==> src/hw/bat_pkg.sv <==
// Shared constants and types for the byte ALU with machine-cycle timing
package bat_pkg;

  ////////////////////////////////////////////////////////////////////////////
  // Widths
  localparam int unsigned DATA_W  = 8;
  localparam int unsigned PTR_W   = 16;
  localparam int unsigned WS_W    = 3;
  localparam int unsigned DIV_W   = 3;
  localparam int unsigned MCLEN_W = 11;
  localparam int unsigned LEN_W   = 2;
  localparam int unsigned CYC_W   = 3;

  ////////////////////////////////////////////////////////////////////////////
  // Timing: native core clocks per machine cycle with no wait state, divide by 1
  localparam int unsigned          CORE_CLK_HZ  = 10000000;
  localparam logic [MCLEN_W-1:0]   MC_BASE_CLKS = 11'h004;

  // Encoded lengths in bytes and execution times in machine cycles
  localparam logic [LEN_W-1:0] LEN_ONE   = 2'h1;
  localparam logic [LEN_W-1:0] LEN_TWO   = 2'h2;
  localparam logic [LEN_W-1:0] LEN_THREE = 2'h3;
  localparam logic [CYC_W-1:0] CYC_ONE   = 3'h1;
  localparam logic [CYC_W-1:0] CYC_TWO   = 3'h2;
  localparam logic [CYC_W-1:0] CYC_FOUR  = 3'h4;

  // Decimal adjust constants
  localparam logic [DATA_W-1:0] BCD_LO_FIX    = 8'h06;
  localparam logic [DATA_W-1:0] BCD_HI_FIX    = 8'h60;
  localparam logic [DATA_W-1:0] BCD_BYTE_MAX  = 8'h99;
  localparam logic [3:0]        BCD_DIGIT_MAX = 4'h9;

  // Reset values
  localparam logic [DATA_W-1:0] DATA_RST = 8'h00;
  localparam logic [PTR_W-1:0]  PTR_RST  = 16'h0000;

  ////////////////////////////////////////////////////////////////////////////
  // Operations, operand sources and control states
  typedef enum logic [3:0] {
    OP_ADD                  = 4'h0,
    OP_SUM_WITH_CARRY_IN    = 4'h1,
    OP_SUBTRACT_WITH_BORROW = 4'h2,
    OP_PLUS_ONE             = 4'h3,
    OP_MINUS_ONE            = 4'h4,
    OP_POINTER_PLUS_ONE     = 4'h5,
    OP_PRODUCT_AB           = 4'h6,
    OP_QUOTIENT_AB          = 4'h7,
    OP_BCD_CORRECT          = 4'h8,
    OP_BITWISE_AND          = 4'h9,
    OP_BITWISE_OR           = 4'hA,
    OP_BITWISE_XOR          = 4'hB,
    OP_NIBBLE_SWAP          = 4'hC
  } bat_op_t;

  typedef enum logic [2:0] {
    SRC_BANK      = 3'h0,
    SRC_DIRECT    = 3'h1,
    SRC_INDIRECT  = 3'h2,
    SRC_IMMEDIATE = 3'h3,
    SRC_MAIN      = 3'h4
  } bat_src_t;

  typedef enum logic [2:0] {
    ST_IDLE = 3'b001,
    ST_EXEC = 3'b010,
    ST_DONE = 3'b100
  } bat_state_t;

endpackage : bat_pkg

==> src/hw/bat_mcycle_timer.sv <==
// Machine-cycle timer: counts core clocks of one machine cycle, holds on stalls
`timescale 1ns/1ps
`default_nettype none

module bat_mcycle_timer (
  input  wire logic                        core_clk,
  input  wire logic                        rst,
  input  wire logic                        run,
  input  wire logic [bat_pkg::MCLEN_W-1:0] native_len,
  input  wire logic                        stall,
  output logic                             mc_end
);

  logic [bat_pkg::MCLEN_W-1:0] count_r;
  logic [bat_pkg::MCLEN_W-1:0] count_nxt;
  logic                        last_clk;

  ////////////////////////////////////////////////////////////////////////////
  // A stall freezes the count, so the current machine cycle grows by one clock per stalled clock
  assign last_clk  = (count_r == native_len - bat_pkg::MCLEN_W'(1));
  assign mc_end    = run & ~stall & last_clk;
  assign count_nxt = !run    ? '0 :
                     stall   ? count_r :
                     last_clk ? '0 : count_r + bat_pkg::MCLEN_W'(1);

  // Count register
  always_ff @(posedge core_clk) begin
    if (rst) begin
      count_r <= '0;
    end else begin
      count_r <= count_nxt;
    end
  end

endmodule : bat_mcycle_timer

`default_nettype wire

==> src/hw/bat_core.sv <==
// Byte ALU for the arithmetic and logical group, timed in machine cycles
`timescale 1ns/1ps
`default_nettype none

// Function
// - Each operation reports its byte length and its count of machine cycles
// - Native machine cycle set by wait states and divider, four clocks by default
// - A prefetch queue stall stretches the current machine cycle
// - A branch cache miss stretches the current machine cycle
// - Without stall or miss every machine cycle keeps its native length
// - Plain add: one cycle; bank/indirect one byte, direct/immediate two bytes
// - Add with carry-in: all four sources, one cycle, one or two bytes
// - Subtract with borrow: all four sources, one cycle each
// - AND into main operand from any of four sources takes one cycle
// - AND into direct byte: from main one cycle two bytes, immediate two/three
// - OR into main operand from any of four sources takes one cycle
// - OR of main operand into direct byte: one cycle, two bytes
// - OR of immediate into direct byte: two cycles, three bytes
// - XOR into main operand: direct two bytes, bank one byte, one cycle
// - Nibble swap of main operand: one byte, one cycle
module bat_core (
  input  wire logic                        core_clk,
  input  wire logic                        rst,
  input  wire logic                        start,
  input  wire bat_pkg::bat_op_t            op_sel,
  input  wire bat_pkg::bat_src_t           src_sel,
  input  wire logic                        to_direct,
  input  wire logic [bat_pkg::DATA_W-1:0]  main_operand_in,
  input  wire logic [bat_pkg::DATA_W-1:0]  src_data,
  input  wire logic [bat_pkg::DATA_W-1:0]  direct_byte_in,
  input  wire logic [bat_pkg::DATA_W-1:0]  aux_operand_in,
  input  wire logic [bat_pkg::PTR_W-1:0]   data_pointer16_in,
  input  wire logic                        carry_in,
  input  wire logic                        aux_carry_in,
  input  wire logic                        overflow_in,
  input  wire logic [bat_pkg::WS_W-1:0]    bus_wait_config,
  input  wire logic [bat_pkg::DIV_W-1:0]   clock_divider_config,
  input  wire logic                        prefetch_queue_stall,
  input  wire logic                        branch_cache_miss,
  output logic                             busy_r,
  output logic                             done_r,
  output logic [bat_pkg::DATA_W-1:0]       result_r,
  output logic [bat_pkg::DATA_W-1:0]       aux_result_r,
  output logic [bat_pkg::PTR_W-1:0]        data_pointer16_r,
  output logic                             carry_r,
  output logic                             aux_carry_r,
  output logic                             overflow_r,
  output logic                             write_direct_r,
  output logic [bat_pkg::LEN_W-1:0]        instr_len_r,
  output logic [bat_pkg::CYC_W-1:0]        instr_cycles_r,
  output logic                             mcycle_end_r,
  output logic                             stretch_r
);

  localparam int unsigned DW = bat_pkg::DATA_W;
  localparam int unsigned RW = 2 * bat_pkg::DATA_W + 3;

  ////////////////////////////////////////////////////////////////////////////
  // Byte length and machine cycles of an operation, packed {len, cycles}
  function automatic logic [bat_pkg::LEN_W+bat_pkg::CYC_W-1:0] op_timing(
    input bat_pkg::bat_op_t  op,
    input bat_pkg::bat_src_t src,
    input logic              dst_direct
  );
    logic [bat_pkg::LEN_W-1:0] len;
    logic [bat_pkg::CYC_W-1:0] cyc;
    logic                      wide;
    wide = (src == bat_pkg::SRC_DIRECT) || (src == bat_pkg::SRC_IMMEDIATE);
    len  = wide ? bat_pkg::LEN_TWO : bat_pkg::LEN_ONE;
    cyc  = bat_pkg::CYC_ONE;
    case (op)
      bat_pkg::OP_POINTER_PLUS_ONE: begin
        len = bat_pkg::LEN_ONE;
        cyc = bat_pkg::CYC_TWO;
      end
      bat_pkg::OP_PRODUCT_AB, bat_pkg::OP_QUOTIENT_AB: begin
        len = bat_pkg::LEN_ONE;
        cyc = bat_pkg::CYC_FOUR;
      end
      bat_pkg::OP_BCD_CORRECT, bat_pkg::OP_NIBBLE_SWAP: begin
        len = bat_pkg::LEN_ONE;
      end
      bat_pkg::OP_BITWISE_AND, bat_pkg::OP_BITWISE_OR, bat_pkg::OP_BITWISE_XOR: begin
        if (dst_direct) begin
          len = (src == bat_pkg::SRC_IMMEDIATE) ? bat_pkg::LEN_THREE : bat_pkg::LEN_TWO;
          cyc = (src == bat_pkg::SRC_IMMEDIATE) ? bat_pkg::CYC_TWO : bat_pkg::CYC_ONE;
        end
      end
      default: begin
        len = len; // Add, subtract and inc/dec take two bytes with a direct or immediate source
      end
    endcase
    return {len, cyc};
  endfunction : op_timing

  ////////////////////////////////////////////////////////////////////////////
  // Data result, packed {ov, ac, cy, hi byte, lo byte}
  function automatic logic [RW-1:0] alu_eval(
    input bat_pkg::bat_op_t op,
    input logic [DW-1:0]    a,
    input logic [DW-1:0]    b,
    input logic             cin,
    input logic             acin,
    input logic             ovin
  );
    logic [DW:0]     s9;
    logic [4:0]      n5;
    logic [2*DW-1:0] p16;
    logic [DW-1:0]   lo;
    logic [DW-1:0]   hi;
    logic            cy;
    logic            ac;
    logic            ov;
    logic            ci;
    lo = a;
    hi = b;
    cy = cin;
    ac = acin;
    ov = ovin;
    ci = (op == bat_pkg::OP_ADD) ? 1'b0 : cin;
    case (op)
      bat_pkg::OP_ADD, bat_pkg::OP_SUM_WITH_CARRY_IN: begin
        s9 = {1'b0, a} + {1'b0, b} + {8'h00, ci};
        n5 = {1'b0, a[3:0]} + {1'b0, b[3:0]} + {4'h0, ci};
        lo = s9[DW-1:0];
        cy = s9[DW];
        ac = n5[4];
        ov = (a[DW-1] == b[DW-1]) && (lo[DW-1] != a[DW-1]);
      end
      bat_pkg::OP_SUBTRACT_WITH_BORROW: begin
        s9 = {1'b0, a} - {1'b0, b} - {8'h00, cin};
        n5 = {1'b0, a[3:0]} - {1'b0, b[3:0]} - {4'h0, cin};
        lo = s9[DW-1:0];
        cy = s9[DW];
        ac = n5[4];
        ov = (a[DW-1] != b[DW-1]) && (lo[DW-1] != a[DW-1]);
      end
      bat_pkg::OP_PLUS_ONE:  lo = a + 8'h01;
      bat_pkg::OP_MINUS_ONE: lo = a - 8'h01;
      bat_pkg::OP_PRODUCT_AB: begin
        p16 = {8'h00, a} * {8'h00, b};
        lo  = p16[DW-1:0];
        hi  = p16[2*DW-1:DW];
        cy  = 1'b0;
        ov  = (hi != 8'h00);
      end
      bat_pkg::OP_QUOTIENT_AB: begin
        cy = 1'b0;
        ov = (b == 8'h00); // Divide by zero leaves both bytes untouched
        if (b != 8'h00) begin
          lo = a / b;
          hi = a % b;
        end
      end
      bat_pkg::OP_BCD_CORRECT: begin
        s9 = {1'b0, a};
        if ((a[3:0] > bat_pkg::BCD_DIGIT_MAX) || acin) begin
          s9 = s9 + {1'b0, bat_pkg::BCD_LO_FIX};
        end
        if ((a > bat_pkg::BCD_BYTE_MAX) || cin || s9[DW]) begin
          s9 = s9 + {1'b0, bat_pkg::BCD_HI_FIX};
          cy = 1'b1;
        end else if (s9[DW-1:4] > bat_pkg::BCD_DIGIT_MAX) begin
          s9 = s9 + {1'b0, bat_pkg::BCD_HI_FIX};
          cy = 1'b1;
        end
        lo = s9[DW-1:0];
      end
      bat_pkg::OP_BITWISE_AND: lo = a & b;
      bat_pkg::OP_BITWISE_OR:  lo = a | b;
      bat_pkg::OP_BITWISE_XOR: lo = a ^ b;
      bat_pkg::OP_NIBBLE_SWAP: lo = {a[3:0], a[DW-1:4]};
      default: lo = a;
    endcase
    return {ov, ac, cy, hi, lo};
  endfunction : alu_eval

  ////////////////////////////////////////////////////////////////////////////
  // Operand selection: direct-destination forms use the direct byte as target
  wire logic                 logic_op;
  wire logic                 dst_direct;
  wire logic                 step_op;
  wire logic [DW-1:0]        opnd_a;
  wire logic [DW-1:0]        opnd_b;
  wire logic [RW-1:0]        alu_out;
  wire logic [bat_pkg::LEN_W+bat_pkg::CYC_W-1:0] timing;

  assign logic_op   = (op_sel == bat_pkg::OP_BITWISE_AND) ||
                      (op_sel == bat_pkg::OP_BITWISE_OR)  ||
                      (op_sel == bat_pkg::OP_BITWISE_XOR);
  assign step_op    = (op_sel == bat_pkg::OP_PLUS_ONE) || (op_sel == bat_pkg::OP_MINUS_ONE);
  assign dst_direct = logic_op & to_direct;
  assign opnd_a     = dst_direct ? direct_byte_in :
                      (step_op && (src_sel != bat_pkg::SRC_MAIN)) ? src_data :
                      main_operand_in;
  assign opnd_b     = (op_sel == bat_pkg::OP_PRODUCT_AB) ? aux_operand_in :
                      (op_sel == bat_pkg::OP_QUOTIENT_AB) ? aux_operand_in :
                      (dst_direct && (src_sel != bat_pkg::SRC_IMMEDIATE)) ? main_operand_in :
                      src_data;
  assign alu_out    = alu_eval(op_sel, opnd_a, opnd_b, carry_in, aux_carry_in, overflow_in);
  assign timing     = op_timing(op_sel, src_sel, dst_direct);

  ////////////////////////////////////////////////////////////////////////////
  // Native machine cycle: base clocks plus wait states, scaled by the divider
  wire logic [bat_pkg::MCLEN_W-1:0] native_len_w;
  wire logic                        stall_w;
  wire logic                        mc_end_w;
  logic [bat_pkg::MCLEN_W-1:0]      native_len_r;

  assign native_len_w = (bat_pkg::MC_BASE_CLKS + bat_pkg::MCLEN_W'(bus_wait_config))
                        << clock_divider_config;
  // Either stall source holds the timer; neither leaves the cycle native
  assign stall_w      = prefetch_queue_stall | branch_cache_miss;

  ////////////////////////////////////////////////////////////////////////////
  // Control state machine
  bat_pkg::bat_state_t          state_r;
  bat_pkg::bat_state_t          state_nxt;
  logic [bat_pkg::CYC_W-1:0]    left_r;
  wire logic                    accept;
  wire logic                    last_mc;

  assign accept  = start && (state_r == bat_pkg::ST_IDLE);
  assign last_mc = mc_end_w && (left_r == bat_pkg::CYC_ONE);

  always_comb begin
    case (state_r)
      bat_pkg::ST_IDLE: state_nxt = start ? bat_pkg::ST_EXEC : bat_pkg::ST_IDLE;
      bat_pkg::ST_EXEC: state_nxt = last_mc ? bat_pkg::ST_DONE : bat_pkg::ST_EXEC;
      bat_pkg::ST_DONE: state_nxt = bat_pkg::ST_IDLE;
      default:          state_nxt = bat_pkg::ST_IDLE;
    endcase
  end

  bat_mcycle_timer u_timer (
    .core_clk   (core_clk),
    .rst        (rst),
    .run        (state_r == bat_pkg::ST_EXEC),
    .native_len (native_len_r),
    .stall      (stall_w),
    .mc_end     (mc_end_w)
  );

  // State, machine-cycle countdown and per-cycle status
  always_ff @(posedge core_clk) begin
    if (rst) begin
      state_r      <= bat_pkg::ST_IDLE;
      left_r       <= '0;
      native_len_r <= bat_pkg::MC_BASE_CLKS;
      mcycle_end_r <= 1'b0;
      stretch_r    <= 1'b0;
    end else begin
      state_r      <= state_nxt;
      mcycle_end_r <= mc_end_w;
      stretch_r    <= (state_r == bat_pkg::ST_EXEC) && stall_w;
      if (accept) begin
        left_r       <= timing[bat_pkg::CYC_W-1:0];
        native_len_r <= native_len_w; // Settings frozen for the whole instruction
      end else if (mc_end_w) begin
        left_r <= left_r - bat_pkg::CYC_W'(1);
      end
    end
  end

  ////////////////////////////////////////////////////////////////////////////
  // Results are latched at acceptance and held; done marks the end of the count
  always_ff @(posedge core_clk) begin
    if (rst) begin
      busy_r           <= 1'b0;
      done_r           <= 1'b0;
      result_r         <= bat_pkg::DATA_RST;
      aux_result_r     <= bat_pkg::DATA_RST;
      data_pointer16_r <= bat_pkg::PTR_RST;
      carry_r          <= 1'b0;
      aux_carry_r      <= 1'b0;
      overflow_r       <= 1'b0;
      write_direct_r   <= 1'b0;
      instr_len_r      <= '0;
      instr_cycles_r   <= '0;
    end else begin
      busy_r <= (state_nxt == bat_pkg::ST_EXEC);
      done_r <= last_mc && (state_r == bat_pkg::ST_EXEC);
      if (accept) begin
        result_r         <= alu_out[DW-1:0];
        aux_result_r     <= alu_out[2*DW-1:DW];
        carry_r          <= alu_out[2*DW];
        aux_carry_r      <= alu_out[2*DW+1];
        overflow_r       <= alu_out[2*DW+2];
        data_pointer16_r <= (op_sel == bat_pkg::OP_POINTER_PLUS_ONE) ?
                            data_pointer16_in + bat_pkg::PTR_W'(1) : data_pointer16_in;
        write_direct_r   <= dst_direct;
        instr_len_r      <= timing[bat_pkg::LEN_W+bat_pkg::CYC_W-1:bat_pkg::CYC_W];
        instr_cycles_r   <= timing[bat_pkg::CYC_W-1:0];
      end
    end
  end

endmodule : bat_core

`default_nettype wire

==> config.mk <==
export PLATFORM = sky130hd
export DESIGN_NAME = bat_core
export DESIGN_NICKNAME = d
export VERILOG_FILES = /design/src/hw/bat_pkg.sv /design/src/hw/bat_mcycle_timer.sv /design/src/hw/bat_core.sv
export SDC_FILE = /design/constraint.sdc
export NUM_CORES = 1
export LEC_CHECK = 0
export BUFFER_PORTS_ARGS = -buffer_cell sky130_fd_sc_hd__buf_2
export CORE_ASPECT_RATIO = 1.2
export CORE_MARGIN = 10
export CORE_UTILIZATION = 54
export DETAILED_ROUTE_END_ITERATION = 7
export PLACE_DENSITY = 0.72
export SYNTH_ARGS = -nofsm -noshare
export SYNTH_HDL_FRONTEND = slang
export SYNTH_SLANG_ARGS = --single-unit
==> constraint.sdc <==
create_clock -name core_clk -period 16.2 [get_ports core_clk]
set_input_delay 1.62 -clock core_clk [delete_from_list [all_inputs] [get_ports core_clk]]
set_output_delay 1.62 -clock core_clk [all_outputs]
set_load 0.03 [all_outputs]
---- After elaboration in Yosys (flattened, before gate mapping) ----
Index checks and enable logic that the tools add are counted.
storage, ports and cells
  flip-flop bits (word level) ............. 73
  latch bits .............................. 0
  bits in writable memories ............... 0
  memory bits (read-only) ................. 0
  input bits .............................. 70
  word-level logic and storage cells ...... 133
  memories kept ........................... 0
operators by class
  add/subtract/negate cells ............... 17
  multiply operators ...................... 1
  div/mod/pow operators ................... 2
  $lt $le $gt $ge ......................... 3
  equal/unequal tests ..................... 25
  shift operators ......................... 1
  muxes and demuxes ....................... 33
  bitwise gates (word level) .............. 9
  reduce and logical (&&, ||, !) cells .... 25
operator list
  cell                                                                    count
  8-bit case mux with 11 select lines                                     1
  8-bit 2-to-1 mux                                                        9
  4-bit equality test (second input constant)                             5
  9-bit 2-to-1 mux                                                        2
  16-bit by 1-bit adder with 16-bit output (second input constant)        1
  4-bit by 3-bit equality test with 1-bit output (second input constant)  4
  8-bit by 8-bit multiplier with 16-bit output                            1
  16-bit 2-to-1 mux                                                       1
  8-bit case mux with 2 select lines                                      1
  8-bit nonzero test                                                      2
  11-bit by 1-bit adder with 11-bit output (second input constant)        1
  11-bit equality test                                                    1
  11-bit 2-to-1 mux                                                       1
  4-bit by 3-bit << shifter with 11-bit output                            1
  11-bit by 1-bit subtractor with 11-bit output (second input constant)   1
  2-bit 2-to-1 mux                                                        5
  8-bit by 3-bit adder with 9-bit output (second input constant)          1
  8-bit by 8-bit adder with 9-bit output                                  1
  9-bit by 1-bit adder with 9-bit output                                  1
  3-bit by 1-bit equality test with 1-bit output (second input constant)  3
  3-bit by 2-bit equality test with 1-bit output (second input constant)  3
  3-bit 2-to-1 mux                                                        3
  3-bit case mux with 3 select lines                                      1
  8-bit by 8-bit subtractor with 9-bit output                             1
  39 further kinds                                                        65

---- Longest topological paths before layout ----
  depth in word-level cells ............... 13
  gate-level depth with buffers ........... 68

---- By module ----
Synthesis repeated with hierarchy kept, for this count alone.
second synthesis, totals
  cell total of the unflattened synthesis .. 1,341
  area, all modules ....................... 10,329.9 sq um
by module, submodules not included
  module            instances  cells each  area an instance (sq um)  sequential area each (sq um)
  bat_core          1          1,233       9,459.1                   1,221.2
  bat_mcycle_timer  1          108         870.8                     220.2

---- Least setup slack after synthesis ----
Ideal clock, no wire load.
  path kind ............................... in2reg
  start point ............................. in op_sel[3]
  end point ............................... reg result_r[0] in the netlist's numbering
  data arrival time ....................... 14.025 ns
  data required time ...................... 16.083 ns
  path slack .............................. 2.058 ns
  stages .................................. 59
  path buffers ............................ 4
  cells stage by stage .................... buf_4 -> and3b_4 -> a31oi_4 -> a221oi_2 -> nand2_2 -> nor3_1 -> a21oi_1 -> ha_1 -> or3_1 -> and3_1 -> nand3_1 -> nand3_1 -> ha_1 -> clkbuf_1 -> a21o_1 -> a31oi_1 -> nor2_2 -> nand2_1 -> [... 23 more ...] -> nor3_1 -> a2111oi_0 -> o21ai_0 -> nand4b_1 -> and2_1 -> clkbuf_1 -> nor2_1 -> a21oi_1 -> ha_1 -> nor2b_1 -> o21ai_0 -> a21boi_0 -> o21ai_0 -> a21boi_0 -> o31ai_1 -> a21oi_1 -> nand3b_1 -> a32o_1
between the ends
  word-level cells in the longest chain between the ends .. 13
  elaborated cells on any way between the ends .. 51
  classes of those cells .................. 8 x add/sub; 1 x mul; 1 x div; 3 x order compare; 11 x eq/ne; 12 x mux; 4 x bitwise; 11 x reduce/logical
ends and longest elaborated chain
  element                                                                                            RTL line         text
  start: declaration                                                                                 bat_core.sv:25   input wire bat_pkg::bat_op_t op_sel,
  parallel branches: the longest is 12 deep, another holds 8-bit by 8-bit divider with 8-bit output  -
  8-bit case mux with 11 select lines (*)                                                            bat_core.sv:121  case (op)
  end signal: assignment                                                                             bat_core.sv:271  result_r <= bat_pkg::DATA_RST;
  end signal: assignment                                                                             bat_core.sv:284  result_r <= alu_out[DW-1:0];
  end: declaration                                                                                   bat_core.sv:42   output logic [bat_pkg::DATA_W-1:0] result_r,
Every way passes the cells marked *. The select of a mux whose other input is x is not followed.
A chain may end at the register's enable or synchronous reset.

---- Worst setup path after layout ----
  start point ............................. in op_sel[3]
  end point ............................... reg aux_result_r[6] in the netlist's numbering
between the ends
  word-level cells in the longest chain between the ends .. 11
  elaborated cells on any way between the ends .. 23
  classes of those cells .................. 1 x mul; 1 x div; 7 x eq/ne; 7 x mux; 1 x bitwise; 6 x reduce/logical
ends and longest elaborated chain
  element                                                                               RTL line                          text
  4-bit equality test, on equally long branches                                         bat_core.sv:188, bat_core.sv:189
  1-bit logical OR                                                                      bat_core.sv:188                   assign logic_op = (op_sel == bat_pkg::OP_BITWISE_AND) ||
  1-bit logical OR                                                                      bat_core.sv:189                   (op_sel == bat_pkg::OP_BITWISE_OR) ||
  1-bit AND                                                                             bat_core.sv:192                   assign dst_direct = logic_op & to_direct;
  1-bit logical AND                                                                     bat_core.sv:198                   (dst_direct && (src_sel != bat_pkg::SRC_IMMEDIATE)) ? main_operand_in :
  8-bit 2-to-1 mux                                                                      bat_core.sv:198
  8-bit 2-to-1 mux                                                                      bat_core.sv:197                   (op_sel == bat_pkg::OP_QUOTIENT_AB) ? aux_operand_in :
  8-bit 2-to-1 mux                                                                      bat_core.sv:196                   assign opnd_b = (op_sel == bat_pkg::OP_PRODUCT_AB) ? aux_operand_in :
  8-bit by 8-bit modulo with 8-bit output / 8-bit nonzero test (equally long branches)  bat_core.sv:152, bat_core.sv:150
  8-bit 2-to-1 mux                                                                      bat_core.sv:150                   if (b != 8'h00) begin
  8-bit case mux with 2 select lines (*)                                                bat_core.sv:121
  end signal: assignment                                                                bat_core.sv:272                   aux_result_r <= bat_pkg::DATA_RST;
  end signal: assignment                                                                bat_core.sv:285                   aux_result_r <= alu_out[2*DW-1:DW];
  end: declaration                                                                      bat_core.sv:43                    output logic [bat_pkg::DATA_W-1:0] aux_result_r,
Every way passes the cells marked *; elsewhere a longest branch is shown, timed or not.

==> impl_results.md <==
- Number of gates resized after CTS: 0
- GP Congestion: 1.05
- Slew HR: 40.9%
- Hold crit path type: reg -> reg
- Worst r2r dst: state_r[1]
- Most instantiated cells after synthesis: nor2_1 (158), ha_1 (115), nand2_1 (115)
- Met1 Track Usage GR: 37.1%
- Synthesized flop and latch total: 72
- Top_reg_cell synth: dfxtp_1
- Io pins: 115
- TritonCTS Buffers: 9
- Setup TNS Final: 0 ns
- Switching power total: 670 uW
- EDFF count, synth: 0
- Reg2reg path depth: 10
- Detail Placement HPWL: 29,500 um
- Pins Over Slew Limit: 0
- Routed wire per std cell: 22.1 um
- Post-synth top area share: 13.9%
- Dpl ws: 0.350 ns
- Via/cell ratio: 6.39
- Fillcell total: 1,808
- RSZ-0062 raised after global routing: no
- Area grow syn2layout: 11.6%
- Pint: 655 uW
- Skew-Pair Late Insertion Delay: 0.33 ns
- DRT Pass-1 Iters: 6
- Post-synthesis net count: 1,589
- H-Tree Depth: 3
- Rows: 55
- GRT overflow: 0
- Min-delay src: instr_cycles_r[2]
- Final Setup Violations: 0
- Total routed wirelength: 38,000 um
- Layout Skew: 0.00617 ns
- Minimum clock period: 15.09 ns
- CTS Hold Buffers Added: 0
- Pwr dens: 115 nW/um^2
- P_leak: 5.08 nW
- Mapped Area: 10,400 um^2
- Core Footprint: 18,900 um^2
- DIE AREA: 25,100 um^2
- Post-Synthesis Cells: 1,364
- Worst slew pin tran: 0.879 ns
- R2r startpoint: native_len_r[0]
- Peak fanout along the critical path: 22
- Met3 usage: 5.05%
- Largest net degree at the start of global routing: 66
- Share of layout cells above drive strength 1: 15.1%
- DRC viols: 0
- Reg2Reg Setup Slack: 12.90 ns
- Crit path max-delay cell type: ha_1
- Cell type with the largest total area after synthesis: dfxtp_1
- Sequential share of power: 15.1%
- Combinational Power Share: 68.4%
- Critical Path AT: 15.30 ns
- CP peak stage delay: 0.47 ns
- Die extent in y: 172 um
- CTS Buffer Depth: 2
- Crit start category: input pin
- Layout net count: 1,681
- Post-CTS Repair Setup Buffers: 0
- Global-route wire length before repair: 59,400 um
- Max VDD drop: 275 uV
- Syn_area_per_cell: 7.59 um^2
- Sink Count: 72
- GR peak layer: met2
- Max Cap Viol: 0
- Clock Pin Slew Worst Setup and Hold Paths: 0.06 ns
- Switching Fraction: 50.6%
- CP Data Required Time: 16.41 ns
- Setup crit end kind: register
- IO Port Bufs: 114
- Hold endpoint: instr_cycles_r[2]
- Vias in the first global route: 10.6k
- GRT met2 Usage: 47.1%
- Cell mode on critical path: ha_1
- FF+latch area: 1440 um^2
- Clk pwr share: 16.5%
- Via total after detailed routing: 11.0k
- Status: finished, final reports clean
- Final worst-path cycle share: 93.2%
- Hold Path Depth: 2
- Initial core utilization: 54.9%
- CTS tree: done
- Most instantiated library cell after synthesis: nor2_1
- WS Path Type: in -> reg
- Chip width: 146 um
- DRT antenna net count: 0
- Final Worst Setup Slack: 1.11 ns
- Initial antenna violation count: 1
- Total GRT Usage: 29.4%
- Root buf cell: clkbuf_16
- Max Clk Rate: 66.3 MHz
- Initial drt markers: 1,216
- Synth area leaders: dfxtp_1 (14%), ha_1 (14%), fa_1 (7.7%)
- Final hold violation count: 0
- Ys async rst share: 0%
- Seq/Total Area, Yosys: 13.9%
- Syn. warnings: 0
- Area of the multi-input gates: 8300 um^2
- Library cells used by synthesis: 94
[sequential cells by signal, indices dropped and copies added, names as in the netlist, 2 cells and up]
name	flops
instr_cycles_r	3
u_timer.count_r	11
left_r	3
instr_len_r	2
state_r	3
data_pointer16_r	16
aux_result_r	8
result_r	8
native_len_r	11
[layout by cell type (no fill, tap or decap), drive strengths merged, types with 30 or more instances in the layout]
cell	instances
xor2	33
nor2	160
nand2	117
buf	138
fa	40
dfxtp	72
nand3	30
a211oi	35
a21oi	80
nor3	44
ha	115
inv	112
xnor2	48
o21ai	92
[critical path: cells and delay by family]
family / cells / cell delay [ns]
buffers and inverters: 5 / 0.92
adder cells (fa/ha/maj): 7 / 2.12
multiplexers: 1 / 0.36
XOR/XNOR: 1 / 0.13
AND/OR/NAND/NOR: 20 / 4.25
AO/OA/AOI/OAI: 27 / 5.85
[cell families after synthesis]
logic type | after synthesis | synth area share (%)
AND/OR/NAND/NOR | 479 | 22.9
XOR/XNOR | 81 | 6.85
adder cells (fa/ha/maj) | 155 | 21.6
multiplexers | 17 | 1.70
flip-flops | 72 | 13.9
buffers and inverters | 168 | 6.50
AO/OA/AOI/OAI | 392 | 26.5
[worst max path at each step]
stage          depth (start not counted)         endpoint      start  slack (ns)
2_1_floorplan                         59      result_r[0]  op_sel[3]        2.06
3_3_place_gp                          63  aux_result_r[7]  op_sel[1]        0.77
3_5_place_dp                          64  aux_result_r[3]  op_sel[1]        0.35
4_1_cts                               64  aux_result_r[3]  op_sel[1]        0.65
5_1_grt                               61  aux_result_r[3]  op_sel[3]        0.06
6_report                              61  aux_result_r[6]  op_sel[3]        1.11
[power by group through the flow]
stage | clock network [mW] | registers (mW) | logic, mW
global route | 0.227 | 0.201 | 0.984
floorplan | 0 | 0.222 | 0.600
detailed placement | 0 | 0.203 | 0.871
global placement | 0 | 0.203 | 0.867
CTS | 0.220 | 0.199 | 0.878
finish | 0.219 | 0.199 | 0.906
[metal layers]
metal | share of wire, % | vias up
met3 | 9.7 | 124
met5 | 0 | -
li1 | - | 5129
met2 | 44 | 621
met4 | 5.6 | 0
met1 | 41 | 5103
[cell type report]
type | count | share of cell area (%)
Multi-Input combinational cell | 1124 | 71.8
Sequential cell | 72 | 12.5
Timing Repair Buffer | 138 | 6.50
Inverter | 111 | 3.63
Tap cell | 256 | 2.77
Clock buffer | 10 | 1.98
Clock inverter | 6 | 0.780
Antenna cell | 1 | 0.0217
[per-stage QoR]
stage	area (um^2)	util [%]	cells	hold slack (ns)	power [mW]
4_1_cts	11500	61.0	1717	0.462	1.30
2_1_floorplan	10400	-	1364	0.445	0.822
3_5_place_dp	11200	59.3	1701	0.447	1.07
6_report	11500	61.3	1718	0.463	1.32
3_3_place_gp	11200	59.3	1701	0.442	1.07
5_1_grt	11500	61.2	1717	0.495	1.41
No activity file was read; power rests on OpenSTA's default activity.
